### src/fvc_pkg.sv
// Shared constants for the flash-version memory config and programming-entry ends.
// Assumes both ends share one 200 MHz clock domain and a slow external link.
package fvc_pkg;
  // Memory size select register
  localparam logic [15:0] MSS_ADDR = 16'hfff0; // Register address
  localparam logic [7:0] MSS_RESET = 8'hcf; // Value after reset
  localparam logic [7:0] MSS_SMALL = 8'h46; // Smaller map setting
  localparam logic [7:0] MSS_LARGE = 8'h48; // Larger map setting
  localparam logic [3:0] ROM_CODE_24K = 4'h6; // 24 KB code
  localparam logic [3:0] ROM_CODE_32K = 4'h8; // 32 KB code
  localparam logic [2:0] HRAM_CODE_512 = 3'h2; // 512 byte code
  localparam logic [2:0] HRAM_CODE_1K = 3'h6; // 1,024 byte code
  localparam int ROM_LSB = 0; // Field position
  localparam int HRAM_LSB = 5; // Field position
  // Expansion RAM size select register
  localparam logic [15:0] XRS_ADDR = 16'hfff4; // Register address
  localparam logic [7:0] XRS_RESET = 8'h0c; // Value after reset
  localparam logic [7:0] XRS_INIT = 8'h0b; // Software setup value
  localparam logic [3:0] XRAM_CODE_512 = 4'hb; // 512 byte code
  // Pulse counts per link
  localparam logic [3:0] PULSES_PORT_A = 4'h0; // First three-wire port
  localparam logic [3:0] PULSES_PORT_B = 4'h1; // Second three-wire port
  localparam logic [3:0] PULSES_PORT_A_HS = 4'h3; // First port with handshake
  localparam logic [3:0] PULSES_ASYNC = 4'h8; // Asynchronous port
  // Timing
  localparam int CLK_NS = 5; // Clock period
  localparam int PULSE_WINDOW_NS = 20000; // Quiet time ending the pulse count
  localparam int PULSE_WINDOW_CYC = PULSE_WINDOW_NS / CLK_NS; // 4000 cycles
  localparam int PULSE_HALF_NS = 500; // Programmer pulse half period
  localparam int PULSE_HALF_CYC = PULSE_HALF_NS / CLK_NS; // 100 cycles
  localparam int SCK_DIV = 16; // Link clock half period, cycles
  localparam int BAUD_DIV = 2604; // Async bit time, cycles (76,800 bps)
  // Link choice
  typedef enum logic [2:0] {FVC_LINK_NONE, FVC_LINK_A, FVC_LINK_A_HS, FVC_LINK_B, FVC_LINK_ASYNC} fvc_link_t;
endpackage

### src/fvc_link_if.sv
// Link between the device and its flash programmer.
// Assumes the bench resolves nothing: every pin here is single-driver.
`timescale 1ns/100ps
interface fvc_link_if;
  logic vpp; // Programming voltage present, pulsed to choose link
  logic reset_n; // Device reset from programmer, active low
  logic port_a_serial_in; // Programmer to device, port a
  logic port_a_serial_out; // Device to programmer, port a
  logic port_a_serial_clock; // Port a clock from programmer
  logic port_b_serial_in; // Programmer to device, port b
  logic port_b_serial_out; // Device to programmer, port b
  logic port_b_serial_clock; // Port b clock from programmer
  logic async_receive; // Programmer to device, async
  logic async_transmit; // Device to programmer, async
  logic handshake_line; // Device ready, to programmer
  logic main_clock_input; // Clock the programmer may supply
  modport device (input vpp, reset_n, port_a_serial_in, port_a_serial_clock, port_b_serial_in,
    port_b_serial_clock, async_receive, main_clock_input,
    output port_a_serial_out, port_b_serial_out, async_transmit, handshake_line);
  modport programmer (output vpp, reset_n, port_a_serial_in, port_a_serial_clock, port_b_serial_in,
    port_b_serial_clock, async_receive, main_clock_input,
    input port_a_serial_out, port_b_serial_out, async_transmit, handshake_line);
endinterface

### src/fvc_device.sv
// Device end: memory size registers, pulse counting and serial link selection.
// Assumes a byte-wide CPU write/read port on i_clk and link pins from the programmer.
`timescale 1ns/100ps
module fvc_device (
  input wire logic i_clk,
  input wire logic i_reset_n,
  input wire logic i_ce,
  input wire logic i_wr,
  input wire logic i_rd,
  input wire logic [15:0] i_addr,
  input wire logic [7:0] i_wdata,
  input wire logic [7:0] i_tx_byte,
  output logic [7:0] o_rdata,
  output logic o_rvalid,
  output logic [3:0] o_rom_size_field,
  output logic [2:0] o_hram_size_field,
  output logic o_rom_setting_valid,
  output logic o_xram_512,
  output logic o_prog_mode,
  output fvc_pkg::fvc_link_t o_link,
  output logic [7:0] o_rx_byte,
  output logic o_rx_valid,
  fvc_link_if.device link
);
  import fvc_pkg::*;

  typedef enum {FVC_IDLE, FVC_COUNT, FVC_ACTIVE} fvc_state_t;

  // Two-flop synchronisers for every pin input except main_clock_input
  logic [6:0] pin_meta; // First stage, read only by the second
  logic [6:0] pin_sync; // Second stage
  logic [6:0] pin_prev; // For edge detection
  always_ff @(posedge i_clk or negedge i_reset_n) begin
    if (!i_reset_n) begin
      pin_meta <= 7'h00;
      pin_sync <= 7'h00;
      pin_prev <= 7'h00;
    end else if (i_ce) begin
      pin_meta <= {link.vpp, link.port_a_serial_in, link.port_a_serial_clock, link.port_b_serial_in,
                   link.port_b_serial_clock, link.async_receive, link.reset_n};
      pin_sync <= pin_meta;
      pin_prev <= pin_sync;
    end
  end
  logic vpp_s, a_in_s, a_clk_s, b_in_s, b_clk_s, rx_s, prst_s;
  assign {vpp_s, a_in_s, a_clk_s, b_in_s, b_clk_s, rx_s, prst_s} = pin_sync;
  logic vpp_rise, a_clk_rise, a_clk_fall, b_clk_rise, b_clk_fall;
  assign vpp_rise = vpp_s & ~pin_prev[6];
  assign a_clk_rise = a_clk_s & ~pin_prev[4];
  assign a_clk_fall = ~a_clk_s & pin_prev[4];
  assign b_clk_rise = b_clk_s & ~pin_prev[2];
  assign b_clk_fall = ~b_clk_s & pin_prev[2];

  // Register file
  logic [7:0] mem_size_select, next_mem_size_select;
  logic [7:0] expansion_ram_size_select, next_expansion_ram_size_select;
  logic [7:0] next_rdata;
  logic next_rvalid;
  // Register next-state: byte writes, reserved bits forced zero
  always_comb begin
    next_mem_size_select = mem_size_select;
    next_expansion_ram_size_select = expansion_ram_size_select;
    next_rdata = o_rdata;
    next_rvalid = 1'b0;
    if (i_wr && i_addr == MSS_ADDR) begin
      next_mem_size_select = i_wdata & 8'hef;
    end
    if (i_wr && i_addr == XRS_ADDR) begin
      next_expansion_ram_size_select = {4'h0, i_wdata[3:0]};
    end
    if (i_rd) begin
      next_rvalid = 1'b1;
      if (i_addr == MSS_ADDR) begin
        next_rdata = mem_size_select;
      end else if (i_addr == XRS_ADDR) begin
        next_rdata = expansion_ram_size_select;
      end else begin
        next_rdata = 8'h00; // Unmapped reads zero
      end
    end
  end
  always_ff @(posedge i_clk or negedge i_reset_n) begin
    if (!i_reset_n) begin
      mem_size_select <= MSS_RESET;
      expansion_ram_size_select <= XRS_RESET;
      o_rdata <= 8'h00;
      o_rvalid <= 1'b0;
    end else if (i_ce) begin
      mem_size_select <= next_mem_size_select;
      expansion_ram_size_select <= next_expansion_ram_size_select;
      o_rdata <= next_rdata;
      o_rvalid <= next_rvalid;
    end
  end

  // Decoded size outputs
  always_ff @(posedge i_clk or negedge i_reset_n) begin
    if (!i_reset_n) begin
      o_rom_size_field <= 4'h0;
      o_hram_size_field <= 3'h0;
      o_rom_setting_valid <= 1'b0;
      o_xram_512 <= 1'b0;
    end else if (i_ce) begin
      o_rom_size_field <= mem_size_select[ROM_LSB +: 4];
      o_hram_size_field <= mem_size_select[HRAM_LSB +: 3];
      // Prohibited codes flag invalid
      o_rom_setting_valid <= (mem_size_select[ROM_LSB +: 4] == ROM_CODE_24K) ||
                             (mem_size_select[ROM_LSB +: 4] == ROM_CODE_32K);
      o_xram_512 <= expansion_ram_size_select[3:0] == XRAM_CODE_512;
    end
  end

  // Entry state machine: count pulses after reset release with voltage present
  fvc_state_t state, next_state;
  logic [3:0] pulses, next_pulses;
  logic [12:0] quiet, next_quiet;
  fvc_link_t link_sel, next_link_sel;
  always_comb begin
    next_state = state;
    next_pulses = pulses;
    next_quiet = quiet;
    next_link_sel = link_sel;
    case (state)
      FVC_IDLE: begin
        // Programming only when voltage present at reset release
        if (vpp_s && prst_s) begin
          next_state = FVC_COUNT;
          next_pulses = 4'h0;
          next_quiet = 13'h0000;
        end
      end
      FVC_COUNT: begin
        // A pulse is a low phase of the voltage; restart quiet time on it
        if (vpp_rise) begin
          next_pulses = pulses + 4'h1;
          next_quiet = 13'h0000;
        end else if (!vpp_s) begin
          next_quiet = 13'h0000;
        end else if (quiet == 13'(PULSE_WINDOW_CYC - 1)) begin
          next_state = FVC_ACTIVE;
          case (pulses)
            PULSES_PORT_A: next_link_sel = FVC_LINK_A;
            PULSES_PORT_A_HS: next_link_sel = FVC_LINK_A_HS;
            PULSES_PORT_B: next_link_sel = FVC_LINK_B;
            PULSES_ASYNC: next_link_sel = FVC_LINK_ASYNC;
            default: next_link_sel = FVC_LINK_NONE;
          endcase
        end else begin
          next_quiet = quiet + 13'h0001;
        end
      end
      FVC_ACTIVE: begin
        // Voltage removal ends programming
        if (!vpp_s) begin
          next_state = FVC_IDLE;
          next_link_sel = FVC_LINK_NONE;
        end
      end
      default: next_state = FVC_IDLE;
    endcase
    // The programmer reset overrides every state; it restarts entry
    if (!prst_s) begin
      next_state = FVC_IDLE;
      next_link_sel = FVC_LINK_NONE;
    end
  end
  always_ff @(posedge i_clk or negedge i_reset_n) begin
    if (!i_reset_n) begin
      state <= FVC_IDLE;
      pulses <= 4'h0;
      quiet <= 13'h0000;
      link_sel <= FVC_LINK_NONE;
    end else if (i_ce) begin
      state <= next_state;
      pulses <= next_pulses;
      quiet <= next_quiet;
      link_sel <= next_link_sel;
    end
  end

  // Serial engine: shift in on the selected port, shift out the tx byte in the clocked modes only
  logic [7:0] shreg, next_shreg;
  logic [3:0] bitcnt, next_bitcnt;
  logic [11:0] baud, next_baud;
  logic rx_busy, next_rx_busy;
  logic sout, next_sout;
  logic [7:0] next_rx_byte;
  logic next_rx_valid;
  logic sync_mode, sclk_rise, sclk_fall, sin;
  assign sync_mode = (link_sel == FVC_LINK_A) || (link_sel == FVC_LINK_A_HS) || (link_sel == FVC_LINK_B);
  assign sclk_rise = (link_sel == FVC_LINK_B) ? b_clk_rise : a_clk_rise;
  assign sclk_fall = (link_sel == FVC_LINK_B) ? b_clk_fall : a_clk_fall;
  assign sin = (link_sel == FVC_LINK_B) ? b_in_s : a_in_s;
  always_comb begin
    next_shreg = shreg;
    next_bitcnt = bitcnt;
    next_baud = baud;
    next_rx_busy = rx_busy;
    next_sout = sout;
    next_rx_byte = o_rx_byte;
    next_rx_valid = 1'b0;
    if (sync_mode) begin
      // Clocked mode: drive on falling edge, sample on rising, MSB first
      if (sclk_fall) begin
        next_sout = (bitcnt == 4'h0) ? i_tx_byte[7] : shreg[7];
        if (bitcnt == 4'h0) begin
          next_shreg = i_tx_byte;
        end
      end
      if (sclk_rise) begin
        next_shreg = {shreg[6:0], sin};
        if (bitcnt == 4'h7) begin
          next_bitcnt = 4'h0;
          next_rx_byte = {shreg[6:0], sin};
          next_rx_valid = 1'b1;
        end else begin
          next_bitcnt = bitcnt + 4'h1;
        end
      end
    end else if (link_sel == FVC_LINK_ASYNC) begin
      // Async receive only; no clock line, 8N1 LSB first
      next_sout = 1'b1;
      if (!rx_busy) begin
        if (!rx_s) begin
          next_rx_busy = 1'b1;
          next_baud = 12'(BAUD_DIV + BAUD_DIV / 2);
          next_bitcnt = 4'h0;
        end
      end else if (baud == 12'h000) begin
        if (bitcnt == 4'h8) begin
          next_rx_busy = 1'b0;
          next_rx_byte = shreg;
          next_rx_valid = rx_s;
        end else begin
          next_shreg = {rx_s, shreg[7:1]};
          next_bitcnt = bitcnt + 4'h1;
          next_baud = 12'(BAUD_DIV - 1);
        end
      end else begin
        next_baud = baud - 12'h001;
      end
    end else begin
      next_bitcnt = 4'h0;
      next_rx_busy = 1'b0;
      next_sout = 1'b0;
    end
  end
  always_ff @(posedge i_clk or negedge i_reset_n) begin
    if (!i_reset_n) begin
      shreg <= 8'h00;
      bitcnt <= 4'h0;
      baud <= 12'h000;
      rx_busy <= 1'b0;
      sout <= 1'b0;
      o_rx_byte <= 8'h00;
      o_rx_valid <= 1'b0;
    end else if (i_ce) begin
      shreg <= next_shreg;
      bitcnt <= next_bitcnt;
      baud <= next_baud;
      rx_busy <= next_rx_busy;
      sout <= next_sout;
      o_rx_byte <= next_rx_byte;
      o_rx_valid <= next_rx_valid;
    end
  end

  // Pin outputs: only the chosen port drives, others hold reset level
  logic a_out, b_out, tx_out, hs_out;
  always_ff @(posedge i_clk or negedge i_reset_n) begin
    if (!i_reset_n) begin
      a_out <= 1'b0;
      b_out <= 1'b0;
      tx_out <= 1'b0;
      hs_out <= 1'b0;
      o_prog_mode <= 1'b0;
      o_link <= FVC_LINK_NONE;
    end else if (i_ce) begin
      a_out <= (link_sel == FVC_LINK_A || link_sel == FVC_LINK_A_HS) ? sout : 1'b0;
      b_out <= (link_sel == FVC_LINK_B) ? sout : 1'b0;
      tx_out <= (link_sel == FVC_LINK_ASYNC) ? sout : 1'b0;
      hs_out <= (link_sel == FVC_LINK_A_HS) && (bitcnt == 4'h0);
      o_prog_mode <= state == FVC_ACTIVE;
      o_link <= link_sel;
    end
  end
  assign link.port_a_serial_out = a_out;
  assign link.port_b_serial_out = b_out;
  assign link.async_transmit = tx_out;
  assign link.handshake_line = hs_out;
endmodule // fvc_device

### src/flat_wrapper.sv
// flat-port wrapper written by rule: the top's interface ports become plain ports
module fvc_device_flat import fvc_pkg::*;
  (i_clk, i_reset_n, i_ce, i_wr, i_rd, i_addr, i_wdata, i_tx_byte, o_rdata, o_rvalid, o_rom_size_field, o_hram_size_field, o_rom_setting_valid, o_xram_512, o_prog_mode, o_link, o_rx_byte, o_rx_valid, link_vpp, link_reset_n, link_port_a_serial_in, link_port_a_serial_clock, link_port_b_serial_in, link_port_b_serial_clock, link_async_receive, link_main_clock_input, link_port_a_serial_out, link_port_b_serial_out, link_async_transmit, link_handshake_line);
  fvc_link_if link_i ();
  input wire logic i_clk;
  input wire logic i_reset_n;
  input wire logic i_ce;
  input wire logic i_wr;
  input wire logic i_rd;
  input wire logic [15:0] i_addr;
  input wire logic [7:0] i_wdata;
  input wire logic [7:0] i_tx_byte;
  output logic [7:0] o_rdata;
  output logic o_rvalid;
  output logic [3:0] o_rom_size_field;
  output logic [2:0] o_hram_size_field;
  output logic o_rom_setting_valid;
  output logic o_xram_512;
  output logic o_prog_mode;
  output fvc_pkg::fvc_link_t o_link;
  output logic [7:0] o_rx_byte;
  output logic o_rx_valid;
  input wire logic [$bits(link_i.vpp)-1:0] link_vpp;
  input wire logic [$bits(link_i.reset_n)-1:0] link_reset_n;
  input wire logic [$bits(link_i.port_a_serial_in)-1:0] link_port_a_serial_in;
  input wire logic [$bits(link_i.port_a_serial_clock)-1:0] link_port_a_serial_clock;
  input wire logic [$bits(link_i.port_b_serial_in)-1:0] link_port_b_serial_in;
  input wire logic [$bits(link_i.port_b_serial_clock)-1:0] link_port_b_serial_clock;
  input wire logic [$bits(link_i.async_receive)-1:0] link_async_receive;
  input wire logic [$bits(link_i.main_clock_input)-1:0] link_main_clock_input;
  output wire logic [$bits(link_i.port_a_serial_out)-1:0] link_port_a_serial_out;
  output wire logic [$bits(link_i.port_b_serial_out)-1:0] link_port_b_serial_out;
  output wire logic [$bits(link_i.async_transmit)-1:0] link_async_transmit;
  output wire logic [$bits(link_i.handshake_line)-1:0] link_handshake_line;
  assign link_i.vpp = link_vpp;
  assign link_i.reset_n = link_reset_n;
  assign link_i.port_a_serial_in = link_port_a_serial_in;
  assign link_i.port_a_serial_clock = link_port_a_serial_clock;
  assign link_i.port_b_serial_in = link_port_b_serial_in;
  assign link_i.port_b_serial_clock = link_port_b_serial_clock;
  assign link_i.async_receive = link_async_receive;
  assign link_i.main_clock_input = link_main_clock_input;
  assign link_port_a_serial_out = link_i.port_a_serial_out;
  assign link_port_b_serial_out = link_i.port_b_serial_out;
  assign link_async_transmit = link_i.async_transmit;
  assign link_handshake_line = link_i.handshake_line;
  fvc_device u_core (.i_clk(i_clk), .i_reset_n(i_reset_n), .i_ce(i_ce), .i_wr(i_wr), .i_rd(i_rd), .i_addr(i_addr), .i_wdata(i_wdata), .i_tx_byte(i_tx_byte), .o_rdata(o_rdata), .o_rvalid(o_rvalid), .o_rom_size_field(o_rom_size_field), .o_hram_size_field(o_hram_size_field), .o_rom_setting_valid(o_rom_setting_valid), .o_xram_512(o_xram_512), .o_prog_mode(o_prog_mode), .o_link(o_link), .o_rx_byte(o_rx_byte), .o_rx_valid(o_rx_valid), .link(link_i));
endmodule
### config.mk
export PLATFORM = sky130hd
export DESIGN_NAME = fvc_device_flat
export DESIGN_NICKNAME = d
export VERILOG_FILES = /design/src/fvc_pkg.sv /design/src/fvc_link_if.sv /design/src/fvc_device.sv /design/src/flat_wrapper.sv
export SDC_FILE = /design/constraint.sdc
export NUM_CORES = 1
export LEC_CHECK = 0
export BUFFER_PORTS_ARGS = -buffer_cell sky130_fd_sc_hd__buf_2
export CAP_MARGIN = 30
export CORE_MARGIN = 2
export CORE_UTILIZATION = 25
export DETAILED_ROUTE_END_ITERATION = 7
export PLACE_DENSITY = 0.43
export SETUP_SLACK_MARGIN = 0.2
export SYNTH_ARGS = -nofsm -noshare
export SYNTH_HDL_FRONTEND = slang
export SYNTH_SLANG_ARGS = --single-unit
### constraint.sdc
create_clock -name i_clk -period 6.5 [get_ports i_clk]
set_clock_uncertainty 0.05 [all_clocks]
set_input_delay 1.3 -clock i_clk [delete_from_list [all_inputs] [get_ports i_clk]]
set_output_delay 1.3 -clock i_clk [all_outputs]
set_load 0.05 [all_outputs]
==> metrics.txt, run 1 <==
clock-pin slew on the worst setup and hold paths 0.07 ns; clk root buf clkbuf_16; Seq/Total Area, Yosys 49.2%; GRT Resource Usage Total 11.4%; TritonCTS clock tree done; hold crit path type flop to flop; Vias/cell 4.89; most used routing layer met2; flop-to-flop setup slack 3.66 ns; endpoints failing setup 0; Tcrit/Tclk final 49.5%; Post-CTS Hold Buffers 0; WP data arrival 3.43 ns; Clk Latency, worst-skew pair 0.35 ns; layout cells sized above 1 28.5%; largest net degree at the start of global routing 66; via count 4281; Commonest cells post-synth dfrtp_1, mux2_2, nand2_1; number of buffers created by CTS 9; post-CTS setup buffer count 0; Crit Reg-Reg Startpoint u_core.link_sel[0]$_DFFE_PN0P_; slowest stage delay, CP 0.49 ns; crit start category input port; Syn. warnings 0; total inserted antenna cells 0; slowest CP cell or4_1; first-pass GRT wire length 22100 µm; WL per Instance 14.9 µm; EDFF count, synth 0; DR iter-0 viols 164; Die Width 154 µm; syn_nets 580; total core area 0.0220 mm²; htree depth 3; clock net sink count 110; Area growth syn-to-layout 17.8%; DRT Pass-1 Iters 6; maximum fanout along the worst path 32; Final nets 648; PostCTS Resize Cnt 0; top cell type's share of synthesized area 45.5%; hpwl dp 9120 µm; leakage power 3.03 nW; Placed Instances 859; Max-slew headroom 44.9%; Slew @ Worst Pin 0.826 ns; Post-Synthesis Cells 523; Layout Cells excl Fill 876; count of cell types in the netlist 70; status completed; final WL 13100 µm; met3 usage 2.34%; gr ovfl total 0; Max Fclk 311 MHz; final slew viol count 0; die area 0.0237 mm²; Synth area leaders dfrtp_1, mux2_2, dfstp_2; Site Rows 54; CP Launch Point i_ce; critical path type input port to flop; RSZ-0062 raised after global routing no; Synth Cell Area 0.00561 mm²; P per Cell Area 343 mW/mm²; design area 0.00661 mm²; average cell area after synthesis 10.7 µm²; die height 154 µm; Reg2Reg Depth 5; Placed Instance Area 0.00628 mm²; crit path cell chain buf_2 -> buf_4 -> nand4_1 -> or2_1 -> or4_1 -> a21oi_1; Final TNS setup 0 ns; FFs w/ async S/R, synth 100%; vias in the first global route 4227; clk buf depth 2; CP endpoint u_core.baud[7]$_DFFE_PN0P_; dominant cell type by area after synthesis dfrtp_1; initial antenna violation count 0; grt met1 use 15.9%; I/O pin cnt 80; FF-to-FF End u_core.shreg[4]$_DFFE_PN0P_; global placer's final weighted congestion 0.765; M2 GR Usage 17.6%; Post-DRT Antenna Nets 0; CP required 6.72 ns; most frequent cell after synthesis dfrtp_1; Yosys reg bits 110; IO buf count 76; Final min period 3.21 ns; VDD IR max 138 µV; CP Capture Type flop; ys flop type dfrtp_1; final hold viol count 0; hold_sp u_core.pin_meta[0]$_DFFE_PN0P_; max cap viols 0; Post-route DRC 0; initial core utilization 25.6%
-- worst max-delay path: cells and delay by family --
| family | cells | cell delay (ns) |
|---|---|---|
| and+or+nand+nor | 3 | 1.05 |
| buffers and inverters | 2 | 0.91 |
| AOI/OAI and AO/OA | 1 | 0.15 |
-- state kept, by name, indices dropped and copies added (netlist names), 2 cells and up --
signal                            cells
u_core.quiet                         13
u_core.baud                          12
u_core.o_rx_byte                      8
u_core.shreg                          8
u_core.mem_size_select                7
u_core.o_rdata                        7
u_core.pin_meta                       7
u_core.pin_sync                       7
u_core.bitcnt                         4
u_core.expansion_ram_size_select      4
u_core.o_rom_size_field               4
u_core.pulses                         4
u_core.link_sel                       3
u_core.o_hram_size_field              3
u_core.o_link                         3
u_core.pin_prev                       3
u_core.state                          2
-- metrics by stage --
step	hold slack, ns	setup WS (ns)	power (mW)	util [%]
after floorplan	0.392	3.48	1.47	-
after global placement	0.417	2.63	1.66	28.6
after detailed placement	0.417	2.56	1.69	28.6
after CTS	0.440	2.94	2.30	30.1
after global routing	0.467	3.12	2.44	30.1
final	0.439	3.29	2.27	30.1
-- layer usage --
| metal | vias up | wire [µm] | part of all wire [%] |
|---|---|---|---|
| met5 | - | 0 | 0 |
| li1 | 2072 | - | - |
| met1 | 2097 | 6280 | 48 |
| met2 | 100 | 6000 | 46 |
| met3 | 12 | 599 | 4.6 |
| met4 | 0 | 189 | 1.4 |
-- placed cells by master, fill, tap and decap left out, types with 3 or more instances in the layout --
cell       instances
clkbuf_16          9
nor2b_1            4
o21ai_0           37
nand3b_1           4
dfrtp_1          102
buf_4              6
o41ai_1            4
o31ai_1           11
a221o_1            6
nand4_1           15
inv_1             24
a21o_1            10
buf_2             75
mux2i_1           14
nand3_1            8
and2_1             6
ha_1              12
nor4_1             4
nor2_1            25
o21a_1             3
a21oi_1           15
nor3_1             7
nand2_1           43
o211ai_1           4
a41oi_1            3
mux2_2            51
nand2b_1           9
a31oi_1            5
and3_1             5
a22o_1             7
dfstp_2            8
or3_1              5
-- power by group --
| group | switching [mW] | internal (mW) |
|---|---|---|
| logic | 0.467 | 0.301 |
| clock network | 0.259 | 0.341 |
| registers | 0.112 | 0.791 |
-- layout make-up --
cell class / count / area, µm²
clock buffer: 10 / 229
clock inverter: 6 / 91.3
fill: 2251 / 15300
inverter: 24 / 90.1
multi-input combinational: 364 / 2660
sequential: 110 / 2760
tap: 280 / 350
timing repair buffer: 82 / 432
-- worst min-delay path by stage --
stage                                                 to  slack, ns  cells past startpoint
after detailed placement   u_core.o_rdata[2]$_DFFE_PN0P_       0.42                      2
final                     u_core.pin_sync[0]$_DFFE_PN0P_       0.44                      2
after floorplan              u_core.quiet[9]$_DFFE_PN0P_       0.39                      1
after CTS                    u_core.quiet[9]$_DFFE_PN0P_       0.44                      1
after global placement     u_core.o_rdata[1]$_DFFE_PN0P_       0.42                      2
after global routing         u_core.quiet[9]$_DFFE_PN0P_       0.47                      1
-- cells by family (layout without fill, tap and decap cells) --
family	Yosys count	after routing	synth area share (%)
compound gates	130	130	16.3
xor+xnor	2	2	0.312
fa+ha+maj	12	12	2.67
buf+inv	49	122	3.43
flops	110	110	49.2
mux	65	65	12.7
other cells	1	1	0.0668
simple gates	154	154	15.3
No activity file was read; power rests on OpenSTA's default activity.
==> inputs of run 2 (changes only) <==
PLACE_DENSITY = 0.45   (was 0.43)
clock period = 2.93 ns   (was 6.5 ns; I/O delays follow)
==> run 2 against run 1 <==
Compared with the run above:
- cell area is 1.6% higher
- flip-flop and latch count unchanged
- clock-buffer cell count did not move
- core utilization up 0.49 points
- cell count is 1.3% higher
==> metrics.txt, run 2 (synthesis gave the netlist of run 1 again) <==
number of buffers created by CTS 9; vias in the first global route 4463; layout cells sized above 1 30.0%; clk buf depth 2; Final nets 659; Final min period 2.53 ns; clock-pin slew on the worst setup and hold paths 0.08 ns; DR iter-0 viols 296; TritonCTS clock tree done; Max-slew headroom 33.3%; CP Capture Type flop; Slew @ Worst Pin 0.997 ns; htree depth 3; largest registers u_core.quiet (13), u_core.baud (12); total power 5.06 mW; Clk Latency, worst-skew pair 0.36 ns; IO buf count 76; final hold viol count 0; die height 154 µm; total core area 0.0220 mm²; initial antenna violation count 0; clk root buf clkbuf_16; WL per Instance 15.0 µm; commonest non-fill, non-tap cell in the layout dfrtp_1; largest net degree at the start of global routing 68; crit start category flop; Die Width 154 µm; via count 4311; worst slack, placed 0.240 ns; maximum fanout along the worst path 16; total inserted antenna cells 0; Site Rows 54; CP required 3.13 ns; gr ovfl total 0; Tcrit/Tclk final 86.4%; max reg flops 13; hold slack final 0.169 ns; first-pass GRT wire length 22900 µm; commonest non-fill, non-tap cells in the layout dfrtp_1, buf_2, mux2_2; final WL 13300 µm; global placer's final weighted congestion 0.760; hpwl dp 9440 µm; max cap viols 0; DRT Pass-1 Iters 4; Area growth syn-to-layout 19.7%; clock net sink count 110; status completed; endpoints failing setup 0; GRT Resource Usage Total 11.7%; Vias/cell 4.86; Post-DRT Antenna Nets 0; final slew viol count 0; initial core utilization 25.6%; Final TNS setup 0 ns; RSZ-0062 raised after global routing no; leakage power 3.09 nW; Post-route DRC 0; I/O pin cnt 80; register bank with the most flops u_core.quiet; fin util 30.6%; VDD IR max 373 µV; Max Fclk 395 MHz; WP data arrival 2.73 ns; hold crit path type input port to async pin; critical path type flop to flop; setup ws final 0.398 ns; P per Cell Area 752 mW/mm²; die area 0.0237 mm²
-- run 2: cell count changes in the layout (fill, tap and decap cells not counted), sizes merged --
cell | before | now
bufinv | 2 | 1
clkinv | 2 | 1
buf | 82 | 93
inv | 26 | 28
-- run 2: power by group --
| group | switching (mW) | leakage (nW) | internal, mW |
|---|---|---|---|
| registers | 0.248 | 1.42 | 1.75 |
| clock network | 0.605 | 0.156 | 0.702 |
| logic | 1.03 | 1.51 | 0.715 |
-- run 2: final timing paths --
check	slack [ns]	depth (start not counted)	to	start
worst max-delay path	0.40	7	u_core.baud[9]$_DFFE_PN0P_	u_core.baud[0]$_DFFE_PN0P_
worst min-delay path	0.17	1	u_core.pin_prev[4]$_DFFE_PN0P_	i_reset_n
worst max register to register	0.40	7	u_core.baud[9]$_DFFE_PN0P_	u_core.baud[0]$_DFFE_PN0P_
worst min register to register	0.44	1	u_core.quiet[9]$_DFFE_PN0P_	u_core.quiet[9]$_DFFE_PN0P_
max in group asynchronous	1.89	2	u_core.shreg[5]$_DFFE_PN0P_	i_reset_n
min in group i_clk	0.41	2	u_core.mem_size_select[5]$_DFFE_PN0P_	i_wdata[5]
-- run 2: cell type report --
| cell class | count | area [µm²] |
|---|---|---|
| clock buffer | 10 | 239 |
| clock inverter | 6 | 72.6 |
| fill | 2228 | 15200 |
| inverter | 24 | 90.1 |
| multi-input combinational | 364 | 2660 |
| sequential | 110 | 2760 |
| tap | 280 | 350 |
| timing repair buffer | 93 | 548 |
-- run 2: stage by stage --
step                      area [µm²]  instances
final                           6720        887
after global placement          6360        868
after global routing            6720        887
after detailed placement        6360        868
after CTS                       6670        884
after floorplan                 5610        523
-- run 2: timing repair --
item / CTS / global route
endpoints found under the setup margin: 0 / 10
buffers inserted: 0 / 3
resized for setup: 0 / 0
hold buffers: 0 / 0
-- run 2: per-layer routing --
metal  global-route usage [%]  part of all wire (%)  vias up
met5                        0                     0        -
met4                     4.32                   1.5        0
met3                     1.80                   2.9       12
met2                     18.8                    48       67
met1                     16.1                    48     2149
li1                         -                     -     2083
-- run 2: worst max-delay path: stages, from the launching register on --
cell     delay, ns
dfrtp_1       0.39
inv_1         0.12
ha_1          0.15
or4b_4        0.53
nor4_2        0.42
nor2_1        0.33
a31o_2        0.29
a21o_1        0.15
